<file path="config.mk">
export PLATFORM = sky130hd
export DESIGN_NAME = odr_out_cond
export DESIGN_NICKNAME = d
export VERILOG_FILES = /design/src/inc/odr_pkg.sv /design/src/odr_out_cond.sv /design/src/odr_tick_div.sv /design/src/odr_delay_line.sv
export SDC_FILE = /design/constraint.sdc
export NUM_CORES = 1
export LEC_CHECK = 0
export BUFFER_PORTS_ARGS = -buffer_cell sky130_fd_sc_hd__buf_2
export CORE_MARGIN = 5
export CORE_UTILIZATION = 35
export DETAILED_ROUTE_END_ITERATION = 12
export HOLD_SLACK_MARGIN = 0.1
export SETUP_SLACK_MARGIN = 0.05
export SYNTH_ARGS = -nofsm -noshare
export SYNTH_HDL_FRONTEND = slang
export SYNTH_SLANG_ARGS = --single-unit
</file>
<file path="constraint.sdc">
create_clock -name pclk -period 9.5 [get_ports pclk]
set_input_delay 0 -clock pclk [delete_from_list [all_inputs] [get_ports pclk]]
set_output_delay 0 -clock pclk [all_outputs]
set_load 0.1 [all_outputs]
</file>
<file path="src/inc/odr_pkg.sv">
package odr_pkg;
  // controller clock and the delay tick
  localparam int unsigned CLK_HZ = 50_000_000;
  localparam int unsigned TICK_MS = 100;
  localparam int unsigned TICK_CYCLES = CLK_HZ / 1000 * TICK_MS;
  localparam int unsigned TICK_CNT_W = 23;

  // delay settings are held in tenths of a second
  localparam int unsigned DLY_W = 10;
  localparam logic [DLY_W-1:0] DLY_MAX = 10'h3E8;
  localparam logic [DLY_W-1:0] DLY_RESET = 10'h000;

  // output function codes
  localparam int unsigned FUNC_W = 6;
  localparam int unsigned FUNC_NUM = 64;
  localparam logic [FUNC_W-1:0] FUNC_RUN = 6'h00;
  localparam logic [FUNC_W-1:0] FUNC_ALARM = 6'h05;

  // relay coil polarity
  localparam int unsigned POL_W = 2;
  localparam logic [POL_W-1:0] POL_NORM_OPEN = 2'h0;
  localparam logic [POL_W-1:0] POL_NORM_CLOSED = 2'h1;

  // reset values of the selectors
  localparam logic [FUNC_W-1:0] RELAY_FUNC_RESET = FUNC_ALARM;
  localparam logic [POL_W-1:0] RELAY_POL_RESET = POL_NORM_CLOSED;
  localparam logic [FUNC_W-1:0] OC_FUNC_RESET = FUNC_RUN;
  localparam logic [FUNC_W-1:0] SECOND_FUNC_RESET = FUNC_RUN;

  // apb register byte offsets
  localparam int unsigned ADDR_W = 8;
  localparam logic [ADDR_W-1:0] OFS_RELAY_POL = 8'h00;
  localparam logic [ADDR_W-1:0] OFS_RELAY_FUNC = 8'h04;
  localparam logic [ADDR_W-1:0] OFS_OC_FUNC = 8'h08;
  localparam logic [ADDR_W-1:0] OFS_SECOND_FUNC = 8'h0C;
  localparam logic [ADDR_W-1:0] OFS_OC_ON = 8'h10;
  localparam logic [ADDR_W-1:0] OFS_OC_OFF = 8'h14;
  localparam logic [ADDR_W-1:0] OFS_SECOND_ON = 8'h18;
  localparam logic [ADDR_W-1:0] OFS_SECOND_OFF = 8'h1C;
  localparam logic [ADDR_W-1:0] OFS_RELAY_ON = 8'h20;
  localparam logic [ADDR_W-1:0] OFS_RELAY_OFF = 8'h24;
  localparam logic [ADDR_W-1:0] OFS_STATUS = 8'h28;

  // status register field positions
  localparam int unsigned ST_OC_SRC = 0;
  localparam int unsigned ST_SECOND_SRC = 1;
  localparam int unsigned ST_RELAY_SRC = 2;
  localparam int unsigned ST_OC_OUT = 3;
  localparam int unsigned ST_SECOND_OUT = 4;
  localparam int unsigned ST_RELAY_OUT = 5;
  localparam int unsigned ST_COIL = 6;
  localparam int unsigned ST_RUN = 7;

  // number of delayed outputs: open collector, second, relay
  localparam int unsigned NUM_OUT = 3;
  localparam int unsigned IDX_OC = 0;
  localparam int unsigned IDX_SECOND = 1;
  localparam int unsigned IDX_RELAY = 2;
endpackage

</file>
<file path="src/odr_out_cond.sv">
// Behaviour
// RQ1 - on delay raises output only after full delay; code counts a free-running tick, so the rise can come up to one tick early
// RQ2 - off delay holds output, bridging short gaps
// RQ3 - both delays shift both edges, short pulses dropped
// RQ4 - nonzero delays accepted from 0.1 to 100 s
// RQ5 - separate on/off delays per output
// RQ6 - delays span 0 to 100 s, reset zero
// RQ7 - delay applies to any assigned function
// RQ8 - relay coil follows polarity setting 00 or 01
// RQ9 - reset: relay alarm function, polarity 01
// RQ10 - any function routable to the relay
// RQ11 - run function asserted while drive runs
// RQ12 - run output active low, pulls pin down
// RQ13 - delay counts tenth-second ticks, reloads on change
// RQ14 - new settings apply without output glitches
`timescale 1ns/1ps
`default_nettype none
module odr_out_cond
  import odr_pkg::*;
#(
  parameter int unsigned TICK_LEN = TICK_CYCLES
) (
  input wire logic pclk,
  input wire logic presetn,
  input wire logic psel,
  input wire logic penable,
  input wire logic pwrite,
  input wire logic [ADDR_W-1:0] paddr,
  input wire logic [31:0] pwdata,
  output logic [31:0] prdata,
  output logic pready,
  output logic pslverr,
  input wire logic [FUNC_NUM-1:0] func_src,
  input wire logic drive_running,
  output logic oc_pin_o,
  output logic oc_pin_oe_n,
  output logic second_pin_o,
  output logic second_pin_oe_n,
  output logic relay_coil
);
  // settings registers
  logic [POL_W-1:0] relay_coil_polarity_reg;
  logic [FUNC_W-1:0] relay_function_select_reg;
  logic [FUNC_W-1:0] oc_function_select_reg;
  logic [FUNC_W-1:0] second_function_select_reg;
  logic [DLY_W-1:0] oc_output_on_delay_reg;
  logic [DLY_W-1:0] oc_output_off_delay_reg;
  logic [DLY_W-1:0] second_output_on_delay_reg;
  logic [DLY_W-1:0] second_output_off_delay_reg;
  logic [DLY_W-1:0] relay_on_delay_reg;
  logic [DLY_W-1:0] relay_off_delay_reg;
  logic [31:0] prdata_reg;
  logic pslverr_reg;
  logic [POL_W-1:0] pol_active_reg;
  logic coil_reg;
  logic oc_oe_n_reg;
  logic second_oe_n_reg;

  // picks the source of a function code; run code follows the run state
  function automatic logic func_pick(input logic [FUNC_W-1:0] code,
                                     input logic [FUNC_NUM-1:0] vec,
                                     input logic running);
    func_pick = (code == FUNC_RUN) ? running : vec[code]; // [RQ11]
  endfunction

  // clamps a written delay to the top of the range
  function automatic logic [DLY_W-1:0] dly_clamp(input logic [31:0] val);
    dly_clamp = (val > 32'(DLY_MAX)) ? DLY_MAX : val[DLY_W-1:0]; // [RQ4] [RQ6]
  endfunction

  // apb decode
  wire logic setup = psel && !penable;
  wire logic wr_en = psel && penable && pwrite;
  wire logic hit_pol = (paddr == OFS_RELAY_POL);
  wire logic hit_rfunc = (paddr == OFS_RELAY_FUNC);
  wire logic hit_ofunc = (paddr == OFS_OC_FUNC);
  wire logic hit_sfunc = (paddr == OFS_SECOND_FUNC);
  wire logic hit_oon = (paddr == OFS_OC_ON);
  wire logic hit_ooff = (paddr == OFS_OC_OFF);
  wire logic hit_son = (paddr == OFS_SECOND_ON);
  wire logic hit_soff = (paddr == OFS_SECOND_OFF);
  wire logic hit_ron = (paddr == OFS_RELAY_ON);
  wire logic hit_roff = (paddr == OFS_RELAY_OFF);
  wire logic hit_stat = (paddr == OFS_STATUS);
  wire logic hit_any = hit_pol | hit_rfunc | hit_ofunc | hit_sfunc | hit_oon | hit_ooff
                       | hit_son | hit_soff | hit_ron | hit_roff | hit_stat;

  // function routing through the delay stage
  wire logic tick;
  wire logic [NUM_OUT-1:0] src_vec;
  wire logic [NUM_OUT-1:0] dly_out;
  wire logic [DLY_W-1:0] on_vec [NUM_OUT];
  wire logic [DLY_W-1:0] off_vec [NUM_OUT];

  assign src_vec[IDX_OC] = func_pick(oc_function_select_reg, func_src, drive_running); // [RQ7]
  assign src_vec[IDX_SECOND] = func_pick(second_function_select_reg, func_src,
                                         drive_running);
  assign src_vec[IDX_RELAY] = func_pick(relay_function_select_reg, func_src,
                                        drive_running); // [RQ10]
  assign on_vec[IDX_OC] = oc_output_on_delay_reg;
  assign off_vec[IDX_OC] = oc_output_off_delay_reg;
  assign on_vec[IDX_SECOND] = second_output_on_delay_reg;
  assign off_vec[IDX_SECOND] = second_output_off_delay_reg;
  assign on_vec[IDX_RELAY] = relay_on_delay_reg;
  assign off_vec[IDX_RELAY] = relay_off_delay_reg;

  odr_tick_div #(
    .TICK_LEN(TICK_LEN)
  ) u_tick (
    .pclk(pclk),
    .presetn(presetn),
    .tick(tick)
  );

  // one delay stage per output, each with its own pair of delays [RQ5]
  genvar gi;
  generate
    for (gi = 0; gi < NUM_OUT; gi++) begin : g_dly
      odr_delay_line u_dly (
        .pclk(pclk),
        .presetn(presetn),
        .tick(tick),
        .src(src_vec[gi]),
        .on_dly(on_vec[gi]),
        .off_dly(off_vec[gi]),
        .out(dly_out[gi])
      );
    end
  endgenerate

  // coil level and polarity, polarity picked up on a signal edge
  wire logic relay_edge = (dly_out[IDX_RELAY] != (coil_reg ^ pol_active_reg[0]));
  wire logic coil_next = (relay_edge ? relay_coil_polarity_reg[0] : pol_active_reg[0])
                         ^ dly_out[IDX_RELAY];

  // status word
  wire logic [31:0] status_word = {24'h000000, drive_running, coil_reg,
                                   dly_out[IDX_RELAY], dly_out[IDX_SECOND], dly_out[IDX_OC],
                                   src_vec[IDX_RELAY], src_vec[IDX_SECOND], src_vec[IDX_OC]};

  wire logic [31:0] rd_mux =
    hit_pol ? {30'h00000000, relay_coil_polarity_reg} :
    hit_rfunc ? {26'h0000000, relay_function_select_reg} :
    hit_ofunc ? {26'h0000000, oc_function_select_reg} :
    hit_sfunc ? {26'h0000000, second_function_select_reg} :
    hit_oon ? {22'h000000, oc_output_on_delay_reg} :
    hit_ooff ? {22'h000000, oc_output_off_delay_reg} :
    hit_son ? {22'h000000, second_output_on_delay_reg} :
    hit_soff ? {22'h000000, second_output_off_delay_reg} :
    hit_ron ? {22'h000000, relay_on_delay_reg} :
    hit_roff ? {22'h000000, relay_off_delay_reg} :
    hit_stat ? status_word : 32'h00000000;

  // read data and error captured in setup so the access phase needs no wait
  always_ff @(posedge pclk or negedge presetn) begin
    if (!presetn) begin
      prdata_reg <= 32'h00000000;
      pslverr_reg <= 1'b0;
    end else if (setup) begin
      prdata_reg <= pwrite ? 32'h00000000 : rd_mux;
      pslverr_reg <= !hit_any;
    end
  end

  always_ff @(posedge pclk or negedge presetn) begin
    if (!presetn) begin
      relay_coil_polarity_reg <= RELAY_POL_RESET; // [RQ9]
      relay_function_select_reg <= RELAY_FUNC_RESET; // [RQ9]
      oc_function_select_reg <= OC_FUNC_RESET;
      second_function_select_reg <= SECOND_FUNC_RESET;
    end else if (wr_en) begin
      if (hit_pol) begin
        relay_coil_polarity_reg <= pwdata[POL_W-1:0];
      end
      if (hit_rfunc) begin
        relay_function_select_reg <= pwdata[FUNC_W-1:0]; // [RQ10]
      end
      if (hit_ofunc) begin
        oc_function_select_reg <= pwdata[FUNC_W-1:0];
      end
      if (hit_sfunc) begin
        second_function_select_reg <= pwdata[FUNC_W-1:0];
      end
    end
  end

  always_ff @(posedge pclk or negedge presetn) begin
    if (!presetn) begin
      oc_output_on_delay_reg <= DLY_RESET; // [RQ6]
      oc_output_off_delay_reg <= DLY_RESET;
      second_output_on_delay_reg <= DLY_RESET;
      second_output_off_delay_reg <= DLY_RESET;
      relay_on_delay_reg <= DLY_RESET;
      relay_off_delay_reg <= DLY_RESET;
    end else if (wr_en) begin
      if (hit_oon) begin
        oc_output_on_delay_reg <= dly_clamp(pwdata);
      end
      if (hit_ooff) begin
        oc_output_off_delay_reg <= dly_clamp(pwdata);
      end
      if (hit_son) begin
        second_output_on_delay_reg <= dly_clamp(pwdata);
      end
      if (hit_soff) begin
        second_output_off_delay_reg <= dly_clamp(pwdata);
      end
      if (hit_ron) begin
        relay_on_delay_reg <= dly_clamp(pwdata);
      end
      if (hit_roff) begin
        relay_off_delay_reg <= dly_clamp(pwdata);
      end
    end
  end

  // pin stage: coil and open-collector enables from flip-flops
  always_ff @(posedge pclk or negedge presetn) begin
    if (!presetn) begin
      pol_active_reg <= RELAY_POL_RESET;
      coil_reg <= RELAY_POL_RESET[0];
      oc_oe_n_reg <= 1'b1;
      second_oe_n_reg <= 1'b1;
    end else begin
      if (relay_edge) begin
        pol_active_reg <= relay_coil_polarity_reg; // [RQ14]
      end
      coil_reg <= coil_next; // [RQ8]
      oc_oe_n_reg <= !dly_out[IDX_OC]; // [RQ12]
      second_oe_n_reg <= !dly_out[IDX_SECOND];
    end
  end

  assign prdata = prdata_reg;
  assign pready = 1'b1;
  assign pslverr = pslverr_reg && psel && penable;
  assign oc_pin_o = 1'b0; // [RQ12]
  assign oc_pin_oe_n = oc_oe_n_reg;
  assign second_pin_o = 1'b0;
  assign second_pin_oe_n = second_oe_n_reg;
  assign relay_coil = coil_reg;
endmodule
`default_nettype wire

</file>
<file path="src/odr_tick_div.sv">
`timescale 1ns/1ps
`default_nettype none
module odr_tick_div
  import odr_pkg::*;
#(
  parameter int unsigned TICK_LEN = TICK_CYCLES
) (
  input wire logic pclk,
  input wire logic presetn,
  output logic tick
);
  logic [TICK_CNT_W-1:0] cnt_reg;
  wire logic cnt_end = (cnt_reg == TICK_CNT_W'(TICK_LEN - 1));

  always_ff @(posedge pclk or negedge presetn) begin
    if (!presetn) begin
      cnt_reg <= '0;
    end else if (cnt_end) begin
      cnt_reg <= '0;
    end else begin
      cnt_reg <= cnt_reg + 1'b1;
    end
  end

  assign tick = cnt_end;
endmodule
`default_nettype wire

</file>
<file path="src/odr_delay_line.sv">
`timescale 1ns/1ps
`default_nettype none
module odr_delay_line
  import odr_pkg::*;
(
  input wire logic pclk,
  input wire logic presetn,
  input wire logic tick,
  input wire logic src,
  input wire logic [DLY_W-1:0] on_dly,
  input wire logic [DLY_W-1:0] off_dly,
  output logic out
);
  logic out_reg;
  logic busy_reg;
  logic [DLY_W-1:0] cnt_reg;
  logic [DLY_W-1:0] lim_reg;

  // delay for the pending edge, sampled when the edge starts
  wire logic [DLY_W-1:0] edge_dly = src ? on_dly : off_dly;
  wire logic differ = (src != out_reg);
  wire logic [DLY_W-1:0] lim = busy_reg ? lim_reg : edge_dly;
  wire logic expire = differ && ((lim == '0) || (tick && (cnt_reg + 1'b1 >= lim)));

  always_ff @(posedge pclk or negedge presetn) begin
    if (!presetn) begin
      out_reg <= 1'b0;
      busy_reg <= 1'b0;
      cnt_reg <= '0;
      lim_reg <= DLY_RESET;
    end else if (!differ) begin
      // source went back before expiry: restart from zero [RQ13]
      busy_reg <= 1'b0;
      cnt_reg <= '0;
    end else if (expire) begin
      out_reg <= src; // [RQ1] [RQ2] [RQ3] [RQ6]
      busy_reg <= 1'b0;
      cnt_reg <= '0;
    end else begin
      busy_reg <= 1'b1;
      if (!busy_reg) begin
        lim_reg <= edge_dly; // [RQ14]
      end
      if (tick) begin
        cnt_reg <= cnt_reg + 1'b1; // [RQ13]
      end
    end
  end

  assign out = out_reg;
endmodule
`default_nettype wire

</file>
==> flow_summary.yaml <==
outcome:
  outcome: "complete, no violations"
synth:
  synth_top_cell_by_area: "dfrtp_1"
  synthTopCellsByArea: "dfrtp_1, mux4_2, nand2_1, o21ai_0, ha_1"
  synthCells: 1220
  ys_seq_area_frac: 0.392
  yosysMostFrequentCell: "dfrtp_1"
  synth_seq_cells: 184
  netlist_area_um2: 11800
  synth_warnings: 0
  avgSynthCellArea_um2: 9.64
  synth_top_cell_area_share: 0.377
  synth_top_family_by_area: "simple AND/OR/NAND/NOR gates"
  synth-main-ff-cell: "dfrtp_1"
  synth_common_cells: "dfrtp_1, nand2_1, nor2_1, o21ai_0, a21oi_1"
  yosys-mux-area-fraction: 0.149
  synth.distinct_cells: 71
  synth_edf_count: 0
  yosys.area_share.simple: 0.167
  yosys.area_share.adder: 0.0370
  synth_compound_gate_area_share: 0.151
  synth-xor-area-share: 0.0544
  synth-async-reset-ratio: 1.00
power_and_ir_drop:
  comb_power_share: 0.239
  intPower_uw: 1400
  ir_drop_v: 0.000105
  power_density_nw_per_um2: 161
  swShare: 0.347
  power_frac_seq: 0.434
  p_switching_uw: 745
  power_leakage_uw: 0.00575
  p_clk_frac: 0.327
timing:
  fin_crit_sh: 0.674
  period_needed_ns: 6.40
  max_slew_margin: 0.330
  setup_viol_count_final: 0
  max_clock_freq_mhz: 156
  hold_viol_final: 0
  rsz0062_at_grt: "false"
  worstMarginPinSlew_ns: 1.01
  setup_tns_ns: 0
  hold_slack_ns: 0.123
  clock_skew_ns: 0.00928
  slew_violations: 0
final_layout:
  regArea_um2: 4610
  stdcell_area_um2: 13300
  drive_above_1_share: 0.192
  syn_to_final_growth_pct: 13.2
  multi_input_area_um2: 6670
  num-fill-cells: 3326
  final_nets: 1457
placed_design:
  dpl_cell_area_um2: 12600
  dp_hpwl_um: 24500
  port_buffers: 123
  gp_congestion: 0.923
critical_path:
  critPathMaxFanout: 21
  regToRegEndpoint: "g_dly[0].u_dly.lim_reg[4]$_DFFE_PN0P_"
  crit_arrival_ns: 6.72
  setup.worst_path.end_class: "flop"
  reg2regPathDepth: 19
  r2r_setup_slack_ns: 3.10
  worstReg2RegStart: "oc_function_select_reg[0]$_DFFE_PN0P_"
  required_ns: 9.82
  criticalPathCategory: "reg -> reg"
  cp-start-kind: "flop"
clock_tree:
  cts_tree: "done"
  cts_buffer_depth: 2
  post_cts_buffers: 0
  cts-resized-gates: 0
  cts_max_level: 4
  root_buffer: "clkbuf_16"
  clock_latency_ns: 0.44
  clock_sinks: 184
  cts_buffers: 17
  path_clk_slew_ns: 0.07
global_routing:
  overflow: 0
  grt_pass1_vias: 9530
  grt_pass1_wl_um: 52600
  grt_antenna_before_repair: 2
  grt_max_degree: 76
  grtUsageTotal: 0.173
min_path:
  hold_start: "pwdata[21]"
  hold_path_class: "in -> reg"
  worstHoldPathCells: 4
  min_to: "relay_off_delay_reg[5]$_DFFE_PN0P_"
floorplanning:
  die_w_um: 193
  start_util: 0.353
  boundaryPins: 149
  rows: 67
  die_h_um: 193
  core_area_um2: 33400
  die_area_um2: 37400
routing:
  drc: 0
  first_pass_iters: 5
  drt-total-wl_um: 32900
  antenna_left: 0
  vias_per_cell: 5.52
  wire_per_inst_um: 18.5
  vias: 9803
  first_iter_violations: 768
run:
  max_cap_viol_count: 0
## critical path, cell delays in order, from the launching register on
cell and delay, ns:
dfrtp_1 0.90, mux4_2 0.61, mux2i_1 0.14, o22ai_1 0.11, nor4bb_1 0.70, a21oi_2 0.09
buf_4 0.25, mux2i_1 0.15, o21ai_0 0.23, ha_1 0.28, nand2b_1 0.15, a21o_1 0.17
a21o_1 0.17, a211o_1 0.28, a21oi_1 0.13, o21ai_0 0.13, a41o_1 0.25, nor2_1 0.53
nand2b_1 0.63, a22o_1 0.37
## timing repair
item,CTS,global route
hold buffers,14,0
setup endpoints to repair,0,0
hold endpoints to repair,121,0
## power by group through the flow
stage,clock network (uW),logic (uW),registers [uW]
after floorplan,0,383,947
after CTS,716,516,932
after global placement,0,502,946
after detailed placement,0,508,945
final,702,512,933
after global routing,745,559,944
## layer usage
metal | vias to the layer above | share of wire | global-route usage
met4 | 0 | 0.025 | 0.0585
met2 | 340 | 0.48 | 0.283
li1 | 4583 | - | -
met3 | 52 | 0.056 | 0.0270
met5 | - | 0 | 0
met1 | 4828 | 0.44 | 0.235
## logic make-up after synthesis
logic type                 count (synthesis)
other                                      2
buffers and inverters                    116
DFF                                      184
xor gates and xnor gates                  73
muxes                                    115
AOI/OAI and AO/OA                        270
adders and majority gates                 35
and+or+nand+nor                          425
## worst max path at each step
stage	from	to	slack, ns	cells after the start
2_1_floorplan	relay_function_select_reg[2]$_DFFE_PN1P_	g_dly[2].u_dly.lim_reg[1]$_DFFE_PN0P_	4.46	21
5_1_grt	oc_function_select_reg[0]$_DFFE_PN0P_	g_dly[0].u_dly.lim_reg[4]$_DFFE_PN0P_	2.50	19
3_3_place_gp	oc_function_select_reg[0]$_DFFE_PN0P_	g_dly[0].u_dly.lim_reg[2]$_DFFE_PN0P_	3.21	19
6_report	oc_function_select_reg[0]$_DFFE_PN0P_	g_dly[0].u_dly.lim_reg[4]$_DFFE_PN0P_	3.10	19
4_1_cts	oc_function_select_reg[0]$_DFFE_PN0P_	g_dly[0].u_dly.lim_reg[4]$_DFFE_PN0P_	3.12	19
3_5_place_dp	oc_function_select_reg[0]$_DFFE_PN0P_	g_dly[0].u_dly.lim_reg[9]$_DFFE_PN0P_	3.14	19
## layout by cell type (no fill, tap or decap), types with 7 or more instances in the layout
cell type,Yosys,routed
a21o_1,13,13
a21oi_1,46,45
a22o_1,12,12
a22oi_1,19,19
and3_1,15,15
buf_2,15,122
clkbuf_16,0,17
conb_1,2,25
dfrtp_1,177,177
dfstp_2,7,7
dlygate4sd3_1,0,14
ha_1,34,34
inv_1,25,25
mux2_2,33,33
mux2i_1,36,36
mux4_2,45,45
nand2_1,173,173
nand2b_1,11,11
nand3_1,36,36
nand4_1,9,9
nor2_1,97,96
nor2b_1,14,14
nor3_1,20,20
nor4_1,13,13
o21ai_0,97,97
o221ai_1,7,7
o2bb2ai_1,20,20
xnor2_1,38,38
xor2_1,35,35
## metrics by stage
stage               setup slack, ns   util  instances  total power, uW
global route                   2.50  0.399       1776             2250
global placement               3.21  0.378       1728             1450
CTS                            3.12  0.399       1774             2160
finish                         3.10  0.399       1777             2150
detailed placement             3.14  0.378       1728             1450
floorplan                      4.46      -       1243             1330
## final cells by class
cell class	count	share of cell area
Sequential cell	184	0.346
Antenna cell	3	0.000564
Timing Repair Buffer	142	0.0602
Clock inverter	12	0.00855
Multi-Input combinational cell	943	0.501
Tap cell	448	0.0421
Inverter	25	0.00705
Clock buffer	20	0.0343
Note: power is estimated with default switching activity, not from simulation.
